File: src/nsx_pkg.sv
// Package with opcodes, field positions and phase encodings for the nibble swap / xor unit
package nsx_pkg;
  localparam logic [5:0] NSX_SWAP_OPC = 6'h0E; // Upper six bits 001110
  localparam logic [5:0] NSX_XOR_OPC = 6'h06; // Upper six bits 000110
  localparam int NSX_OPC_HI = 15;
  localparam int NSX_OPC_LO = 10;
  localparam int NSX_DEST_BIT = 9;
  localparam int NSX_ACC_BIT = 8;
  localparam int NSX_FILE_HI = 7;
  localparam int NSX_FILE_LO = 0;
  localparam int NSX_MSB = 7;
  localparam int NSX_LSB = 0;
  localparam int NSX_LO_NIB_HI = 3; // Top bit of the lower nibble
  localparam int NSX_HI_NIB_LO = 4; // Bottom bit of the upper nibble
  localparam int NSX_BANK_HI = 11;
  localparam int NSX_BANK_LO = 8;
  localparam logic [3:0] NSX_ACCESS_BANK = 4'h0; // Bank used when access bit is 0
  localparam logic [7:0] NSX_ZERO_BYTE = 8'h00;
  localparam logic [7:0] NSX_W_RESET = 8'h00;
  localparam logic NSX_DEST_W = 1'b0;
  typedef enum logic [3:0] {
    NSX_Q1 = 4'h1,
    NSX_Q2 = 4'h2,
    NSX_Q3 = 4'h4,
    NSX_Q4 = 4'h8
  } nsx_phase_t;
endpackage : nsx_pkg
File: src/nsx_alu.sv
// Nibble swap and xor file-register operations on a four-phase cycle
`timescale 1ns/1ps
module nsx_alu
  import nsx_pkg::*;
(
  // Clock and reset
  input wire logic sys_clk,
  input wire logic resetn,
  // Instruction word, valid while phase one is active
  input wire logic [15:0] instr_word,
  input wire logic instr_valid,
  // Bank select and data memory read data
  input wire logic [3:0] bank_select_register,
  input wire logic [7:0] mem_rdata,
  // Status flags in
  input wire logic flag_n_in,
  input wire logic flag_z_in,
  // Data memory access
  output logic [11:0] mem_addr,
  output logic mem_rd,
  output logic mem_wr,
  output logic [7:0] mem_wdata,
  // Working register and flags
  output logic [7:0] wreg,
  output logic flag_n,
  output logic flag_z,
  output logic flag_we,
  output logic busy,
  output logic done
);
  nsx_phase_t phase_q, phase_d;
  logic [15:0] ir_q;
  logic is_swap_q, is_xor_q;
  logic [7:0] data_q;
  logic [7:0] res_q;
  logic [11:0] addr_q;
  logic [7:0] wreg_q;
  logic n_q, z_q, fwe_q;
  logic rd_q, wr_q, done_q;
  logic busy_q;

  // Field decode of the incoming word
  wire [5:0] opc = instr_word[NSX_OPC_HI:NSX_OPC_LO];
  wire dec_swap = (opc == NSX_SWAP_OPC);
  wire dec_xor = (opc == NSX_XOR_OPC);
  wire dec_any = instr_valid && (dec_swap || dec_xor);
  wire [7:0] file_adr = instr_word[NSX_FILE_HI:NSX_FILE_LO];
  wire [3:0] bank = instr_word[NSX_ACC_BIT] ? bank_select_register : NSX_ACCESS_BANK;
  wire [11:0] full_adr = {bank, file_adr};
  wire dest_w = (ir_q[NSX_DEST_BIT] == NSX_DEST_W);

  // Result forming
  wire [7:0] swap_res = {data_q[NSX_LO_NIB_HI:NSX_LSB], data_q[NSX_MSB:NSX_HI_NIB_LO]};
  wire [7:0] xor_res = wreg_q ^ data_q;
  wire [7:0] alu_res = is_swap_q ? swap_res : xor_res;
  wire xor_z = (xor_res == NSX_ZERO_BYTE);
  wire xor_n = xor_res[NSX_MSB];

  // Phase sequencer: one instruction cycle of four phases
  always_comb begin
    phase_d = phase_q;
    case (phase_q)
      NSX_Q1: if (dec_any) phase_d = NSX_Q2;
      NSX_Q2: phase_d = NSX_Q3;
      NSX_Q3: phase_d = NSX_Q4;
      NSX_Q4: phase_d = NSX_Q1;
      default: phase_d = NSX_Q1;
    endcase
  end

  always_ff @(posedge sys_clk or negedge resetn) begin
    if (!resetn) begin
      phase_q <= NSX_Q1;
    end else begin
      phase_q <= phase_d;
    end
  end

  // Decode latch in phase one
  always_ff @(posedge sys_clk or negedge resetn) begin
    if (!resetn) begin
      ir_q <= 16'h0000;
      is_swap_q <= 1'b0;
      is_xor_q <= 1'b0;
      addr_q <= 12'h000;
    end else if (phase_q == NSX_Q1 && dec_any) begin
      ir_q <= instr_word;
      is_swap_q <= dec_swap;
      is_xor_q <= dec_xor;
      addr_q <= full_adr;
    end
  end

  // Read strobe in phase two, capture data at its end
  always_ff @(posedge sys_clk or negedge resetn) begin
    if (!resetn) begin
      rd_q <= 1'b0;
      data_q <= 8'h00;
    end else begin
      rd_q <= (phase_q == NSX_Q1) && dec_any;
      if (phase_q == NSX_Q2) data_q <= mem_rdata;
    end
  end

  // Process in phase three
  always_ff @(posedge sys_clk or negedge resetn) begin
    if (!resetn) begin
      res_q <= 8'h00;
      n_q <= 1'b0;
      z_q <= 1'b0;
    end else if (phase_q == NSX_Q3) begin
      res_q <= alu_res;
      n_q <= is_xor_q ? xor_n : flag_n_in;
      z_q <= is_xor_q ? xor_z : flag_z_in;
    end
  end

  // Write destination in phase four
  always_ff @(posedge sys_clk or negedge resetn) begin
    if (!resetn) begin
      wreg_q <= NSX_W_RESET;
      wr_q <= 1'b0;
      fwe_q <= 1'b0;
      done_q <= 1'b0;
    end else begin
      wr_q <= (phase_q == NSX_Q3) && !dest_w;
      fwe_q <= (phase_q == NSX_Q3) && is_xor_q;
      done_q <= (phase_q == NSX_Q3);
      if (phase_q == NSX_Q4 && dest_w) wreg_q <= res_q;
    end
  end

  // Busy flag taken from the next phase so it lines up with the phase register
  always_ff @(posedge sys_clk or negedge resetn) begin
    if (!resetn) begin
      busy_q <= 1'b0;
    end else begin
      busy_q <= (phase_d != NSX_Q1);
    end
  end

  // Output drive
  assign mem_addr = addr_q;
  assign mem_rd = rd_q;
  assign mem_wr = wr_q;
  assign mem_wdata = res_q;
  assign wreg = wreg_q;
  assign flag_n = n_q;
  assign flag_z = z_q;
  assign flag_we = fwe_q;
  assign busy = busy_q;
  assign done = done_q;
endmodule : nsx_alu

File: config.mk
export PLATFORM = sky130hd
export DESIGN_NAME = nsx_alu
export DESIGN_NICKNAME = d
export VERILOG_FILES = /design/src/nsx_pkg.sv /design/src/nsx_alu.sv
export SDC_FILE = /design/constraint.sdc
export NUM_CORES = 1
export LEC_CHECK = 0
export ABC_CLOCK_PERIOD_IN_PS = 4600
export BUFFER_PORTS_ARGS = -buffer_cell sky130_fd_sc_hd__clkbuf_2
export CAP_MARGIN = 5
export CORE_MARGIN = 2
export CORE_UTILIZATION = 54
export DETAILED_ROUTE_END_ITERATION = 7
export PLACE_DENSITY = 0.84
export SYNTH_ARGS = -nofsm -noshare
export SYNTH_HDL_FRONTEND = slang
export SYNTH_SLANG_ARGS = --single-unit
File: constraint.sdc
create_clock -name sys_clk -period 4.6 [get_ports sys_clk]
set_clock_uncertainty 0.1 [all_clocks]
set_input_delay 0.23 -clock sys_clk [delete_from_list [all_inputs] [get_ports sys_clk]]
set_output_delay 0.23 -clock sys_clk [all_outputs]
set_load 0.02 [all_outputs]
# ---- Word level (Yosys, flattened, before mapping)
# Index checks and enable logic that the tools add are counted.
dict set report totals {
  register_bits 59
  input_bits 33
  out_inout_bits 35
  wordCells 37
}
dict set report classes {
  eq_ne 7
  mux 6
  bitwise 2
  reduce_logical 7
}
# op count
set op_table {}
lappend op_table {{$pmux 4 s3} 1}
lappend op_table {{$logic_not 8->1} 1}
lappend op_table {{$mux 4} 2}
lappend op_table {{$mux 8} 1}
lappend op_table {{$xor 8x8->8} 1}
lappend op_table {{$eq 6x3->1 const B} 1}
lappend op_table {{$eq 6x4->1 const B} 1}
lappend op_table {{$logic_and 1x1->1} 5}
lappend op_table {{$eq 4x1->1 const B} 1}
lappend op_table {{$eq 4x2->1 const B} 1}
lappend op_table {{$eq 4x3->1 const B} 1}
lappend op_table {{$eq 4x4->1 const B} 1}
lappend op_table {{$ne 4x1->1 const B} 1}
lappend op_table {{$mux 1} 2}
lappend op_table {{$logic_or 1x1->1} 1}
lappend op_table {{$not 1->1} 1}

# ---- Logic depth before layout (Yosys ltp)
# Gate-level depths: netlist of run 1.
dict set report depth {
  word_depth 6
  mapped_depth 5
  ltp_nobuf 4
}

# ---- Least setup slack after synthesis of run 1
# No wires, ideal clock.
dict set report synth_timing {
  kind {register -> register}
  from {reg phase_q[2]}
  to {reg data_q[3]}
  setup_time_ps 125
  t_arrival_ps 1347
  required_ps 4375
  slack_ps 3028
  stages_incl_launch_ff 4
  n_path_buf 1
  synth_period_minus_slack_ps 1572
  cell_sequence {dfrtp_1 nor4b_1 buf_2 mux2_2}
}
dict set report synth_between {
  elab_chain_len 1
}
# element line_no
set synth_rtl {}
lappend synth_rtl {{start: declaration} nsx_alu.sv:31} ;# nsx_phase_t phase_q, phase_d;
lappend synth_rtl {{start signal: assignment} nsx_alu.sv:75} ;# phase_q <= phase_d;
lappend synth_rtl {{$eq 4x2->1} nsx_alu.sv:101} ;# if (phase_q == NSX_Q2) data_q <= mem_rdata;
lappend synth_rtl {{end signal: assignment} nsx_alu.sv:101}
lappend synth_rtl {{end: declaration} nsx_alu.sv:34} ;# logic [7:0] data_q;
# No other way between the ends.
# A chain may end at the register's enable or synchronous reset.

# ---- Worst setup path after layout of run 1
dict set report layout_timing {
  from {reg phase_q[1]}
  to {reg ir_q[3]}
}
dict set report layout_between {
  elab_chain_len 2
}
# element line_no
set layout_rtl {}
lappend layout_rtl {{$eq 4x1->1} nsx_alu.sv:86} ;# end else if (phase_q == NSX_Q1 && dec_any) begin
lappend layout_rtl {{$logic_and 1x1->1} nsx_alu.sv:86}
lappend layout_rtl {{end signal: assignment} nsx_alu.sv:87} ;# ir_q <= instr_word;
lappend layout_rtl {{end: declaration} nsx_alu.sv:32} ;# logic [15:0] ir_q;
# No other way between the ends.

==> results by group, run 1 <==
Timing
  • Peak Freq: 399.1 MHz
  • Final Max Tran Viols: 0
  • Tcrit/Tclk final: 54.47%
  • # setup viols final: 0
  • Worst slew pin tran: about 1.1 ns
  • Setup TNS: 0 ns
  • Final Hold Vio Count: 0
  • RSZ-0062 raised after global routing: no
  • Slew HR: a little under a quarter
  • Tmin final: approximately 2.5 ns

Placed design
  • Placed cell area: between 0.002 and 0.0025 mm^2
  • Dpl cells: 263
  • IO Port Bufs: 67
  • HPWL after DPL: between 2000 and 3000 um
  • Routability congestion estimate: roughly 0.7

Hold path
  • Worst hold path class: in2reg
  • Hold path depth: 2
  • Min-delay src: instr_word[13]
  • Hold Crit Endpoint: is_xor_q

Finish
  • Commonest non-fill, non-tap cell in the layout: clkbuf_2
  • Area growth from synthesis to layout: 21.55%
  • Most frequent cells in the layout: 67 x clkbuf_2, 49 x dfrtp_1, 19 x nand2_1
  • Layout cells sized above 1: a little under half
  • FF/Latch Area: 0.001252 mm^2
  • Area of the multi-input gates: 758.2 um^2
  • Final instance count without filler cells: 272
  • Fill count: between 200 and 300
  • Layout Utilization: 69.33%
  • Post-route cell area: roughly 0.0026 mm^2
  • N_diodes: 0
  • Nets: 256

Power and ir drop
  • NetSw: between 200 and 250 uW
  • Int Pwr: 735.0 uW
  • VDD IR max: 0.2069 mV
  • Power Density: ~370 mW/mm^2
  • Logic pwr share: between 10 and 15%
  • Switching Share: between 20% and 30%
  • Static Leakage: 1.440 nW
  • Seq pwr share: 50.8%
  • Clk pwr share: between 30% and 40%

Worst setup path
  • Crit end category: flip-flop
  • R2R Path End: ir_q[3]
  • Worst setup path class: reg2reg
  • CP Max Fanout: 22
  • Worst R2R Path Depth: 3
  • CP Data Arrival Time: between 2 and 3 ns
  • Reg-to-reg setup timing slack: ~2.1 ns
  • Worst Path Required: ~4.7 ns
  • Worst r2r src: phase_q[1]
  • Setup crit start kind: flip-flop

Detailed routing
  • Residual DRC count: 0
  • Drt pass-1 iters: 4
  • Vias per inst: ~5.1
  • Wire length per cell: 15.02 um
  • DRT antenna net count: 0
  • Vias: between 1000 and 1500
  • 1st-iter DRT viols: 50
  • Total Wirelength: 4086 um

Global routing
  • Antenna violations before repair: 0
  • Vias in the first global route: 1392
  • First-pass GRT wire length: 6762 um
  • Aggregate global-route resource usage: between 20% and 30%
  • Largest net degree at the start of global routing: slightly above 50
  • GR Overflow Total: 0

Floorplanning
  • Die Area: roughly 0.0044 mm^2
  • Starting Density: a little under three fifths
  • Chip width: about 67 um
  • Die height: between 60 and 70 um
  • FP Rows: 22
  • Core box area: between 0.003 and 0.004 mm^2
  • I/O pin count: 68

Synth
  • Avg Synthesized Cell Area: about 13 um^2
  • Fraction of registers with async set/reset: between 90% and 100%
  • Post-synthesis register bit count: 50
  • Post-synth EDFFs: 0
  • Syn_nets: 194
  • Area leader, netlist: dfrtp_1
  • Synthesized cell area: roughly 0.0021 mm^2
  • Cells after Synth: approximately 160
  • Register area share after synthesis: roughly three fifths
  • Share of the synthesized area in the top cell type: 57.85%
  • Synth warn: 0
  • Synth area leaders: dfrtp_1 58%, mux2_2 7.4%, mux2_4 6.4%
  • Post-synth top flop: dfrtp_1
  • Synth cell types: 29

CTS
  • Post-CTS resize count: 0
  • H-tree Lvls: 2
  • Root Driver: clkbuf_8
  • Worst-path clk slew: approximately 0.1 ns
  • Worst skew pair latency: 0.31 ns
  • CTS Sinks: 50
  • TritonCTS Buffers: 5
  • Clk buf depth: 2
  • CTS tree: done

Flow run
  • Max_cap viols: 0

Status
  • Status: finished clean
power groups by stage:
stage	clock network [mW]	registers, mW	logic (mW)
floorplan	0	0.488	0.0836
global placement	0	0.493	0.104
detailed placement	0	0.494	0.108
CTS	0.371	0.487	0.108
global route	0.392	0.490	0.116
finish	0.366	0.486	0.106
Yosys cell counts (all sizes together) (2+ instances only):
| master | count |
|---|---|
| xor2 | 8 |
| nor4 | 2 |
| mux2i | 9 |
| dfrtp | 49 |
| nand2 | 19 |
| nor3 | 2 |
| nor2 | 2 |
| and2 | 2 |
| o21ai | 14 |
| mux2 | 26 |
| buf | 12 |
| nor4b | 2 |
| clkbuf | 2 |
| inv | 4 |
how the worst max path moves through the flow:
stage                    start  slack [ns]  cells past startpoint         to
floorplan           phase_q[2]        3.03                      3  data_q[3]
global placement    phase_q[1]        2.21                      3    ir_q[4]
detailed placement  phase_q[1]        2.12                      3    ir_q[7]
CTS                 phase_q[1]        2.09                      3    ir_q[3]
global route        phase_q[1]        1.88                      3    ir_q[7]
finish              phase_q[1]        2.09                      3    ir_q[3]
cells by family after synthesis:
| logic type | count (synthesis) | share of synthesized area, % |
|---|---|---|
| AO/OA/AOI/OAI | 16 | 3.837 |
| XOR/XNOR | 8 | 3.306 |
| buffers and inverters | 18 | 5.431 |
| flip-flops | 50 | 59.09 |
| multiplexers | 35 | 19.66 |
| AND/OR/NAND/NOR | 34 | 8.678 |
registers in the layout, indices dropped and copies added, names as in the netlist:
register   cells
ir_q           9
data_q         8
mem_wdata      8
wreg           8
mem_addr       4
phase_q        4
busy           1
done           1
flag_n         1
flag_we        1
flag_z         1
is_swap_q      1
is_xor_q       1
mem_rd         1
mem_wr         1
stage by stage:
step	power [mW]	setup slack [ns]	hold WS [ns]
after detailed placement	0.6023	2.119	0.2674
final	0.9584	2.094	0.04015
after global routing	0.9975	1.885	0.02879
after global placement	0.5974	2.210	0.2606
after CTS	0.9662	2.089	0.03497
after floorplan	0.5714	3.028	-0.1656
worst max-delay path, stage by stage (launching register included):
cell      delay (ns)
dfrtp_1         0.42
nor4bb_1        0.32
nand4b_1        0.91
mux2_4          0.62
metal layers:
| layer | vias to the layer above | share of wire (%) | routed length (um) | global-route usage, % |
|---|---|---|---|---|
| met5 | - | 0 | 0 | 0 |
| li1 | 660 | - | - | - |
| met3 | 7 | 5.8 | 239 | 6.757 |
| met2 | 42 | 50 | 2035 | 36.13 |
| met1 | 685 | 43 | 1737 | 25.23 |
| met4 | 0 | 1.8 | 74 | 8.418 |
final cells by class:
type	count	share of cell area, %
repair buffers	69	13.70
multi-input cells	93	29.43
well taps	48	2.331
inverters	4	0.5828
clock buffers	5	2.671
clock inverters	3	2.671
flip-flops and latches	50	48.62
timing repair:
action | 4_1_cts | 5_1_grt
setup buffers | 0 | 0
setup endpoints to repair | 0 | 0
endpoints found under the hold margin | 49 | 0
hold buffers | 1 | 0
(Power assumes the default switching activity.)
==> run 2, diff against run 1 <==
==> config.mk (replaced) <==
export PLATFORM = sky130hd
export DESIGN_NAME = nsx_alu
export DESIGN_NICKNAME = d
export VERILOG_FILES = /design/src/nsx_pkg.sv /design/src/nsx_alu.sv
export SDC_FILE = /design/constraint.sdc
export NUM_CORES = 1
export LEC_CHECK = 0
export ABC_CLOCK_PERIOD_IN_PS = 2200
export BUFFER_PORTS_ARGS = -buffer_cell sky130_fd_sc_hd__clkbuf_2
export CAP_MARGIN = 5
export CORE_MARGIN = 2
export CORE_UTILIZATION = 45
export DETAILED_ROUTE_END_ITERATION = 7
export PLACE_DENSITY = 0.75
export SYNTH_ARGS = -nofsm -noshare
export SYNTH_HDL_FRONTEND = slang
export SYNTH_SLANG_ARGS = --single-unit
==> constraint.sdc (replaced) <==
create_clock -name sys_clk -period 2.2 [get_ports sys_clk]
set_clock_uncertainty 0.1 [all_clocks]
set_input_delay 0.11 -clock sys_clk [delete_from_list [all_inputs] [get_ports sys_clk]]
set_output_delay 0.11 -clock sys_clk [all_outputs]
set_load 0.02 [all_outputs]
==> run 2 against run 1 <==
  * Die area rose by 19%
  * Register-to-register slack lost 1.6 ns
  * Worst setup slack worse by 1.6 ns
  * Final cell count increased by 13%
  * Sequential cell count is the same
  * Highest routed layer unchanged
  * Sequential share of layout area shrank 4.8 points
  * Non-clock buffer count up 32
  * Clock power grew 69%
  * Via count up 5.3%
  * Global-route usage shrank 3.8 points
  * Core utilization is 5.0 points lower
  * Combinational power up 150%
  * Largest power group unchanged
==> results by group, run 2 (synthesis gave the netlist of run 1 again) <==
Global routing
  • GR Overflow Total: 0 (unchanged)
  • Antenna violations before repair: 0 (unchanged)
  • M3 GR Usage: 4.144% (-2.6 points)
  • GR Util met1: 22.57% (-2.7 points)
  • First-pass GRT wire length: 6996 um (+3.5%)
  • Vias in the first global route: 1500 (+7.8%)
  • Aggregate global-route resource usage: 17.59% (-3.8 points)
  • Grt met2 use: 29.49% (-6.6 points)
  • GR peak layer: met2
  • Largest net degree at the start of global routing: 32 (-37%)

Worst setup path
  • Worst r2r src: phase_q[1]
  • CP Max Fanout: 22 (unchanged)
  • R2R Path End: ir_q[6]
  • Crit end category: flip-flop
  • Worst R2R Path Depth: 4 (+1)
  • Reg-to-reg setup timing slack: 0.53 ns (-1.57 ns)
  • Setup crit start kind: flip-flop
  • CP Data Arrival Time: 1.75 ns (-0.84 ns)
  • Worst setup path class: reg2reg
  • Worst Path Required: 2.28 ns (-2.41 ns)

CTS
  • Worst skew pair latency: 0.29 ns (-0.02 ns)
  • CTS Sinks: 50 (unchanged)
  • Worst-path clk slew: 0.08 ns (-0.02 ns)
  • CTS tree: done
  • H-tree Lvls: 2 (unchanged)
  • Clk buf depth: 2 (unchanged)
  • Post-CTS resize count: 0 (unchanged)
  • Root Driver: clkbuf_8
  • TritonCTS Buffers: 5 (unchanged)

Detailed routing
  • DRT antenna net count: 0 (unchanged)
  • Vias: 1468 (+5.3%)
  • Vias per inst: 4.766 (-7.0%)
  • Wire length per cell: 14.03 um (-6.6%)
  • Drt pass-1 iters: 4 (unchanged)
  • Total Wirelength: 4322 um (+5.8%)
  • 1st-iter DRT viols: 54 (+8.0%)
  • Residual DRC count: 0 (unchanged)

Finish
  • Area of the multi-input gates: 758.2 um^2 (unchanged)
  • Most frequent cells in the layout: 67 x clkbuf_2, 49 x dfrtp_1, 28 x dlygate4sd3_1
  • N_diodes: 0 (unchanged)
  • Layout cells sized above 1: 41.41% (-4.6 points)
  • Area growth from synthesis to layout: 34.83%
  • Fill count: 348 (+30%)
  • Post-route cell area: 0.002858 mm^2 (+11%)
  • Largest Register: ir_q
  • FF/Latch Area: 0.001252 mm^2 (unchanged)
  • Commonest non-fill, non-tap cell in the layout: clkbuf_2
  • Number of flip-flops in the largest register: 9 (unchanged)
  • Nets: 288 (+13%)

Placed design
  • Placed cell area: 0.002471 mm^2 (+1.8%)
  • Routability congestion estimate: 0.7301 (+4.2%)
  • HPWL after DPL: 2951 um (+0.83%)
  • IO Port Bufs: 67 (unchanged)

Timing
  • Setup TNS: 0 ns (unchanged)
  • Final Hold Vio Count: 0 (unchanged)
  • Final Max Tran Viols: 0 (unchanged)
  • Tcrit/Tclk final: 76.03% (+22 points)
  • Worst slew pin tran: 0.7579 ns (-0.3850 ns)
  • Tmin final: 1.673 ns (-0.8330 ns)
  • Peak Freq: 597.8 MHz (+50%)
  • Slew HR: 49.47% (+26 points)
  • # setup viols final: 0 (unchanged)
  • RSZ-0062 raised after global routing: no

Power and ir drop
  • Power Density: 662.8 mW/mm^2 (+78%)
  • Static Leakage: 1.555 nW (+8.0%)
  • VDD IR max: 0.4665 mV (+130%)

Floorplanning
  • I/O pin count: 68 (unchanged)
  • Core box area: 0.004444 mm^2 (+20%)
  • Starting Density: 47.69% (-9.3 points)
  • Die Area: 0.005275 mm^2 (+19%)
  • FP Rows: 24 (+9.1%)
  • Die height: 72.63 um (+9.0%)
  • Chip width: 72.63 um (+9.0%)

Hold path
  • Hold path depth: 4 (+2)
  • Hold Crit Endpoint: flag_z
  • Min-delay src: flag_z_in
  • Worst hold path class: in2reg

Status
  • Status: finished clean

Flow run
  • Max_cap viols: 0 (unchanged)
-- run 2: cell types whose count changed in the layout (fill, tap and decap cells not counted), sizes merged --
cell,previous run,this run
clkbuf,72,74
buf,1,6
dlygate4sd3,1,28
bufinv,2,1
clkinv,1,0
-- run 2: power breakdown --
part,switching [mW],internal (mW)
sequential,0.0468,0.967
clock,0.276,0.340
combinational,0.117,0.146
total,0.440,1.45
-- run 2: stage by stage --
stage | hold slack (ns) | power [mW] | cells | setup WS [ns] | util (%)
2_1_floorplan | -0.2856 | 1.195 | 161 | 0.6280 | -
3_3_place_gp | 0.1105 | 1.255 | 272 | 0.6474 | 55.60
3_5_place_dp | 0.1185 | 1.260 | 272 | 0.5475 | 55.60
4_1_cts | 0.1445 | 1.916 | 308 | 0.5264 | 64.30
5_1_grt | 0.1947 | 1.969 | 308 | 0.4536 | 64.30
6_report | 0.1522 | 1.894 | 308 | 0.5272 | 64.30
-- run 2: worst max-delay path by stage --
stage                    start        end  slack, ns  depth (start not counted)
global placement    phase_q[2]    ir_q[1]       0.65                          4
global route        phase_q[1]    ir_q[9]       0.45                          4
floorplan           phase_q[2]  data_q[3]       0.63                          3
CTS                 phase_q[1]    ir_q[0]       0.53                          4
detailed placement  phase_q[1]    ir_q[0]       0.55                          4
finish              phase_q[1]    ir_q[6]       0.53                          4
-- run 2: timing repair --
action | in CTS | in global routing
hold buffers | 28 | 0
hold endpoints to repair | 52 | 0
buffers inserted | 0 | 0
-- run 2: routing by layer --
layer | up-vias | share of wire (%)
met5 | - | 0
met4 | 0 | 1.4
met3 | 4 | 4.1
met2 | 37 | 52
met1 | 704 | 43
li1 | 723 | -
-- run 2: layout make-up --
cell class,instances,share of cell area (%)
tap,52,2.277
sequential,50,43.83
clock buffer,7,2.671
inverter,4,0.5254
timing repair buffer,101,23.12
multi-input combinational,93,26.53
clock inverter,1,1.051
-- run 2: worst max-delay path, cell delays in order, from the launching register on --
cell and delay, ns:
dfrtp_1 0.43, nor4bb_1 0.32, nand4b_1 0.15, buf_4 0.25, mux2_4 0.32
==> run 3, diff against run 2 <==
==> config.mk (replaced) <==
export PLATFORM = sky130hd
export DESIGN_NAME = nsx_alu
export DESIGN_NICKNAME = d
export VERILOG_FILES = /design/src/nsx_pkg.sv /design/src/nsx_alu.sv
export SDC_FILE = /design/constraint.sdc
export NUM_CORES = 1
export LEC_CHECK = 0
export ABC_CLOCK_PERIOD_IN_PS = 1700
export BUFFER_PORTS_ARGS = -buffer_cell sky130_fd_sc_hd__clkbuf_2
export CAP_MARGIN = 5
export CORE_MARGIN = 2
export CORE_UTILIZATION = 50
export DETAILED_ROUTE_END_ITERATION = 7
export PLACE_DENSITY = 0.79
export SYNTH_ARGS = -nofsm -noshare
export SYNTH_HDL_FRONTEND = slang
export SYNTH_SLANG_ARGS = --single-unit
==> constraint.sdc (replaced) <==
create_clock -name sys_clk -period 1.7 [get_ports sys_clk]
set_clock_uncertainty 0.1 [all_clocks]
set_input_delay 0.085 -clock sys_clk [delete_from_list [all_inputs] [get_ports sys_clk]]
set_output_delay 0.085 -clock sys_clk [all_outputs]
set_load 0.02 [all_outputs]
==> run 3 against run 2 <==
  * First-iteration DRC count increased by 52%
  * Worst setup slack worse by 0.44 ns
  * Global-route usage up 2.1 points
  * Largest power group unchanged
==> results by group, run 3 (synthesis gave the netlist of run 1 again) <==
Detailed routing
  • DRT antenna net count: 0 (unchanged)
  • Vias per inst: 4.824 (+1.2%)
  • Wire length per cell: 14.10 um (+0.47%)
  • 1st-iter DRT viols: 82 (+52%)
  • Drt pass-1 iters: 4 (unchanged)
  • Total Wirelength: 4314 um (-0.19%)
  • Vias: 1476 (+0.54%)
  • Residual DRC count: 0 (unchanged)

Finish
  • Most frequent cells in the layout: 67 x clkbuf_2, 49 x dfrtp_1, 28 x dlygate4sd3_1
  • N_diodes: 0 (unchanged)
  • Fill count: 312 (-10%)
  • Layout cells sized above 1: 41.80% (+0.39 points)
  • Post-route cell area: 0.002870 mm^2 (+0.44%)
  • Number of flip-flops in the largest register: 9 (unchanged)
  • Final instance count without filler cells: 306 (-0.65%)
  • Commonest non-fill, non-tap cell in the layout: clkbuf_2
  • Nets: 288 (unchanged)
  • Largest Register: ir_q
  • Area growth from synthesis to layout: 35.42%

Placed design
  • Routability congestion estimate: 0.8287 (+14%)
  • Dpl cells: 270 (-0.74%)
  • IO Port Bufs: 67 (unchanged)
  • HPWL after DPL: 2858 um (-3.1%)
  • Post-place setup slack: 0.08454 ns (-0.4630 ns)
  • Placed cell area: 0.002494 mm^2 (+0.91%)

Floorplanning
  • Starting Density: 52.61% (+4.9 points)
  • Die height: 69.11 um (-4.8%)
  • Chip width: 69.11 um (-4.8%)
  • Core box area: 0.004029 mm^2 (-9.3%)
  • Die Area: 0.004776 mm^2 (-9.5%)
  • I/O pin count: 68 (unchanged)
  • FP Rows: 23 (-4.2%)

CTS
  • Worst skew pair latency: 0.30 ns (about the same)
  • CTS tree: done
  • H-tree Lvls: 2 (unchanged)
  • Worst-path clk slew: 0.08 ns (about the same)
  • Root Driver: clkbuf_8
  • TritonCTS Buffers: 5 (unchanged)
  • Postcts setup bufs: 0 (unchanged)
  • Clk buf depth: 2 (unchanged)
  • CTS Sinks: 50 (unchanged)

Worst setup path
  • Worst R2R Path Depth: 4 (unchanged)
  • CP Max Fanout: 22 (unchanged)
  • Crit end category: flip-flop
  • R2R Path End: ir_q[2]
  • Setup crit start kind: flip-flop
  • Worst Path Required: 1.79 ns (-0.49 ns)
  • Worst r2r src: phase_q[1]
  • CP Data Arrival Time: 1.70 ns (-0.05 ns)
  • Worst setup path class: reg2reg
  • Reg-to-reg setup timing slack: 0.09 ns (-0.44 ns)

Power and ir drop
  • Power Density: 820.8 mW/mm^2 (+24%)
  • Logic pwr share: 14.7% (+0.8 points)
  • VDD IR max: 0.4621 mV (-0.93%)
  • NetSw: 579.1 uW (+32%)
  • Int Pwr: 1.777 mW (+22%)
  • Clk pwr share: 29.6% (-3.0 points)
  • Switching Share: 24.58% (+1.3 points)
  • Seq pwr share: 55.8% (+2.3 points)
  • Static Leakage: 1.561 nW (+0.35%)

Timing
  • RSZ-0062 raised after global routing: yes
  • Final Hold Vio Count: 0 (unchanged)
  • # setup viols final: 0 (unchanged)
  • Worst setup slack after layout: 0.08918 ns (-0.4381 ns)
  • Peak Freq: 620.8 MHz (+3.8%)
  • Final Max Tran Viols: 0 (unchanged)
  • Worst slew pin tran: 0.4727 ns (-0.2852 ns)
  • Tmin final: 1.611 ns (-0.06194 ns)
  • Slew HR: 68.49% (+19 points)
  • Tcrit/Tclk final: 94.75% (+19 points)

Hold path
  • Worst hold path class: in2reg
  • Hold Crit Endpoint: flag_z
  • Hold path depth: 4 (unchanged)
  • Min-delay src: flag_z_in

Global routing
  • Aggregate global-route resource usage: 19.69% (+2.1 points)
  • Vias in the first global route: 1494 (-0.40%)
  • Largest net degree at the start of global routing: 35 (+9.4%)
  • First-pass GRT wire length: 7314 um (+4.5%)
  • Antenna violations before repair: 0 (unchanged)
  • GR Overflow Total: 0 (unchanged)

Flow run
  • Max_cap viols: 0 (unchanged)

Status
  • Status: finished clean
[run 3: critical path: stages, from the launching register on]
cell and delay, ns:
dfrtp_1 0.40, nor4bb_2 0.30, nand4b_1 0.19, buf_12 0.21
mux2_4 0.30
[run 3: worst max path at each step]
stage	cells past startpoint	to	start
floorplan	3	data_q[3]	phase_q[2]
detailed placement	4	ir_q[7]	phase_q[1]
CTS	4	ir_q[7]	phase_q[1]
global route	4	ir_q[2]	phase_q[1]
finish	4	ir_q[2]	phase_q[1]
global placement	4	ir_q[1]	phase_q[1]
[run 3: what timing repair did]
action | CTS | global route
endpoints found under the setup margin | 0 | 10
resized for setup | 0 | 1
hold buffers | 28 | 0
endpoints found under the hold margin | 73 | 0
[run 3: layout make-up]
type | count | area (um^2) | share of cell area [%]
Timing Repair Buffer | 101 | 685.7 | 23.89
Inverter | 4 | 15.01 | 0.5231
Clock buffer | 8 | 90.09 | 3.139
Sequential cell | 50 | 1252 | 43.64
Multi-Input combinational cell | 93 | 764.5 | 26.63
Tap cell | 50 | 62.56 | 2.180
[run 3: metrics by stage]
stage | util, % | power, mW | hold slack [ns] | setup TNS, ns
floorplan | - | 1.546 | -0.3106 | 0
global placement | 61.89 | 1.623 | -0.05360 | 0
detailed placement | 61.89 | 1.632 | -0.05472 | 0
CTS | 71.09 | 2.383 | 0.1130 | 0
global route | 71.24 | 2.487 | 0.1311 | -0.07938
finish | 71.24 | 2.356 | 0.1123 | 0
[run 3: power by group through the flow]
stage	Combinational [mW]	Sequential, mW	Clock (mW)
floorplan	0.226	1.32	0
global placement	0.290	1.33	0
detailed placement	0.296	1.34	0
CTS	0.346	1.31	0.724
global route	0.373	1.33	0.788
finish	0.346	1.31	0.696
[run 3: per-layer routing]
metal | share of wire [%] | wire [um] | global-route usage, % | vias to the layer above
met5 | 0 | 0 | 0 | -
met4 | 2.1 | 91 | 7.190 | 0
met3 | 4.9 | 211 | 5.409 | 8
met2 | 49 | 2106 | 31.09 | 42
met1 | 44 | 1904 | 26.12 | 692
li1 | - | - | - | 734
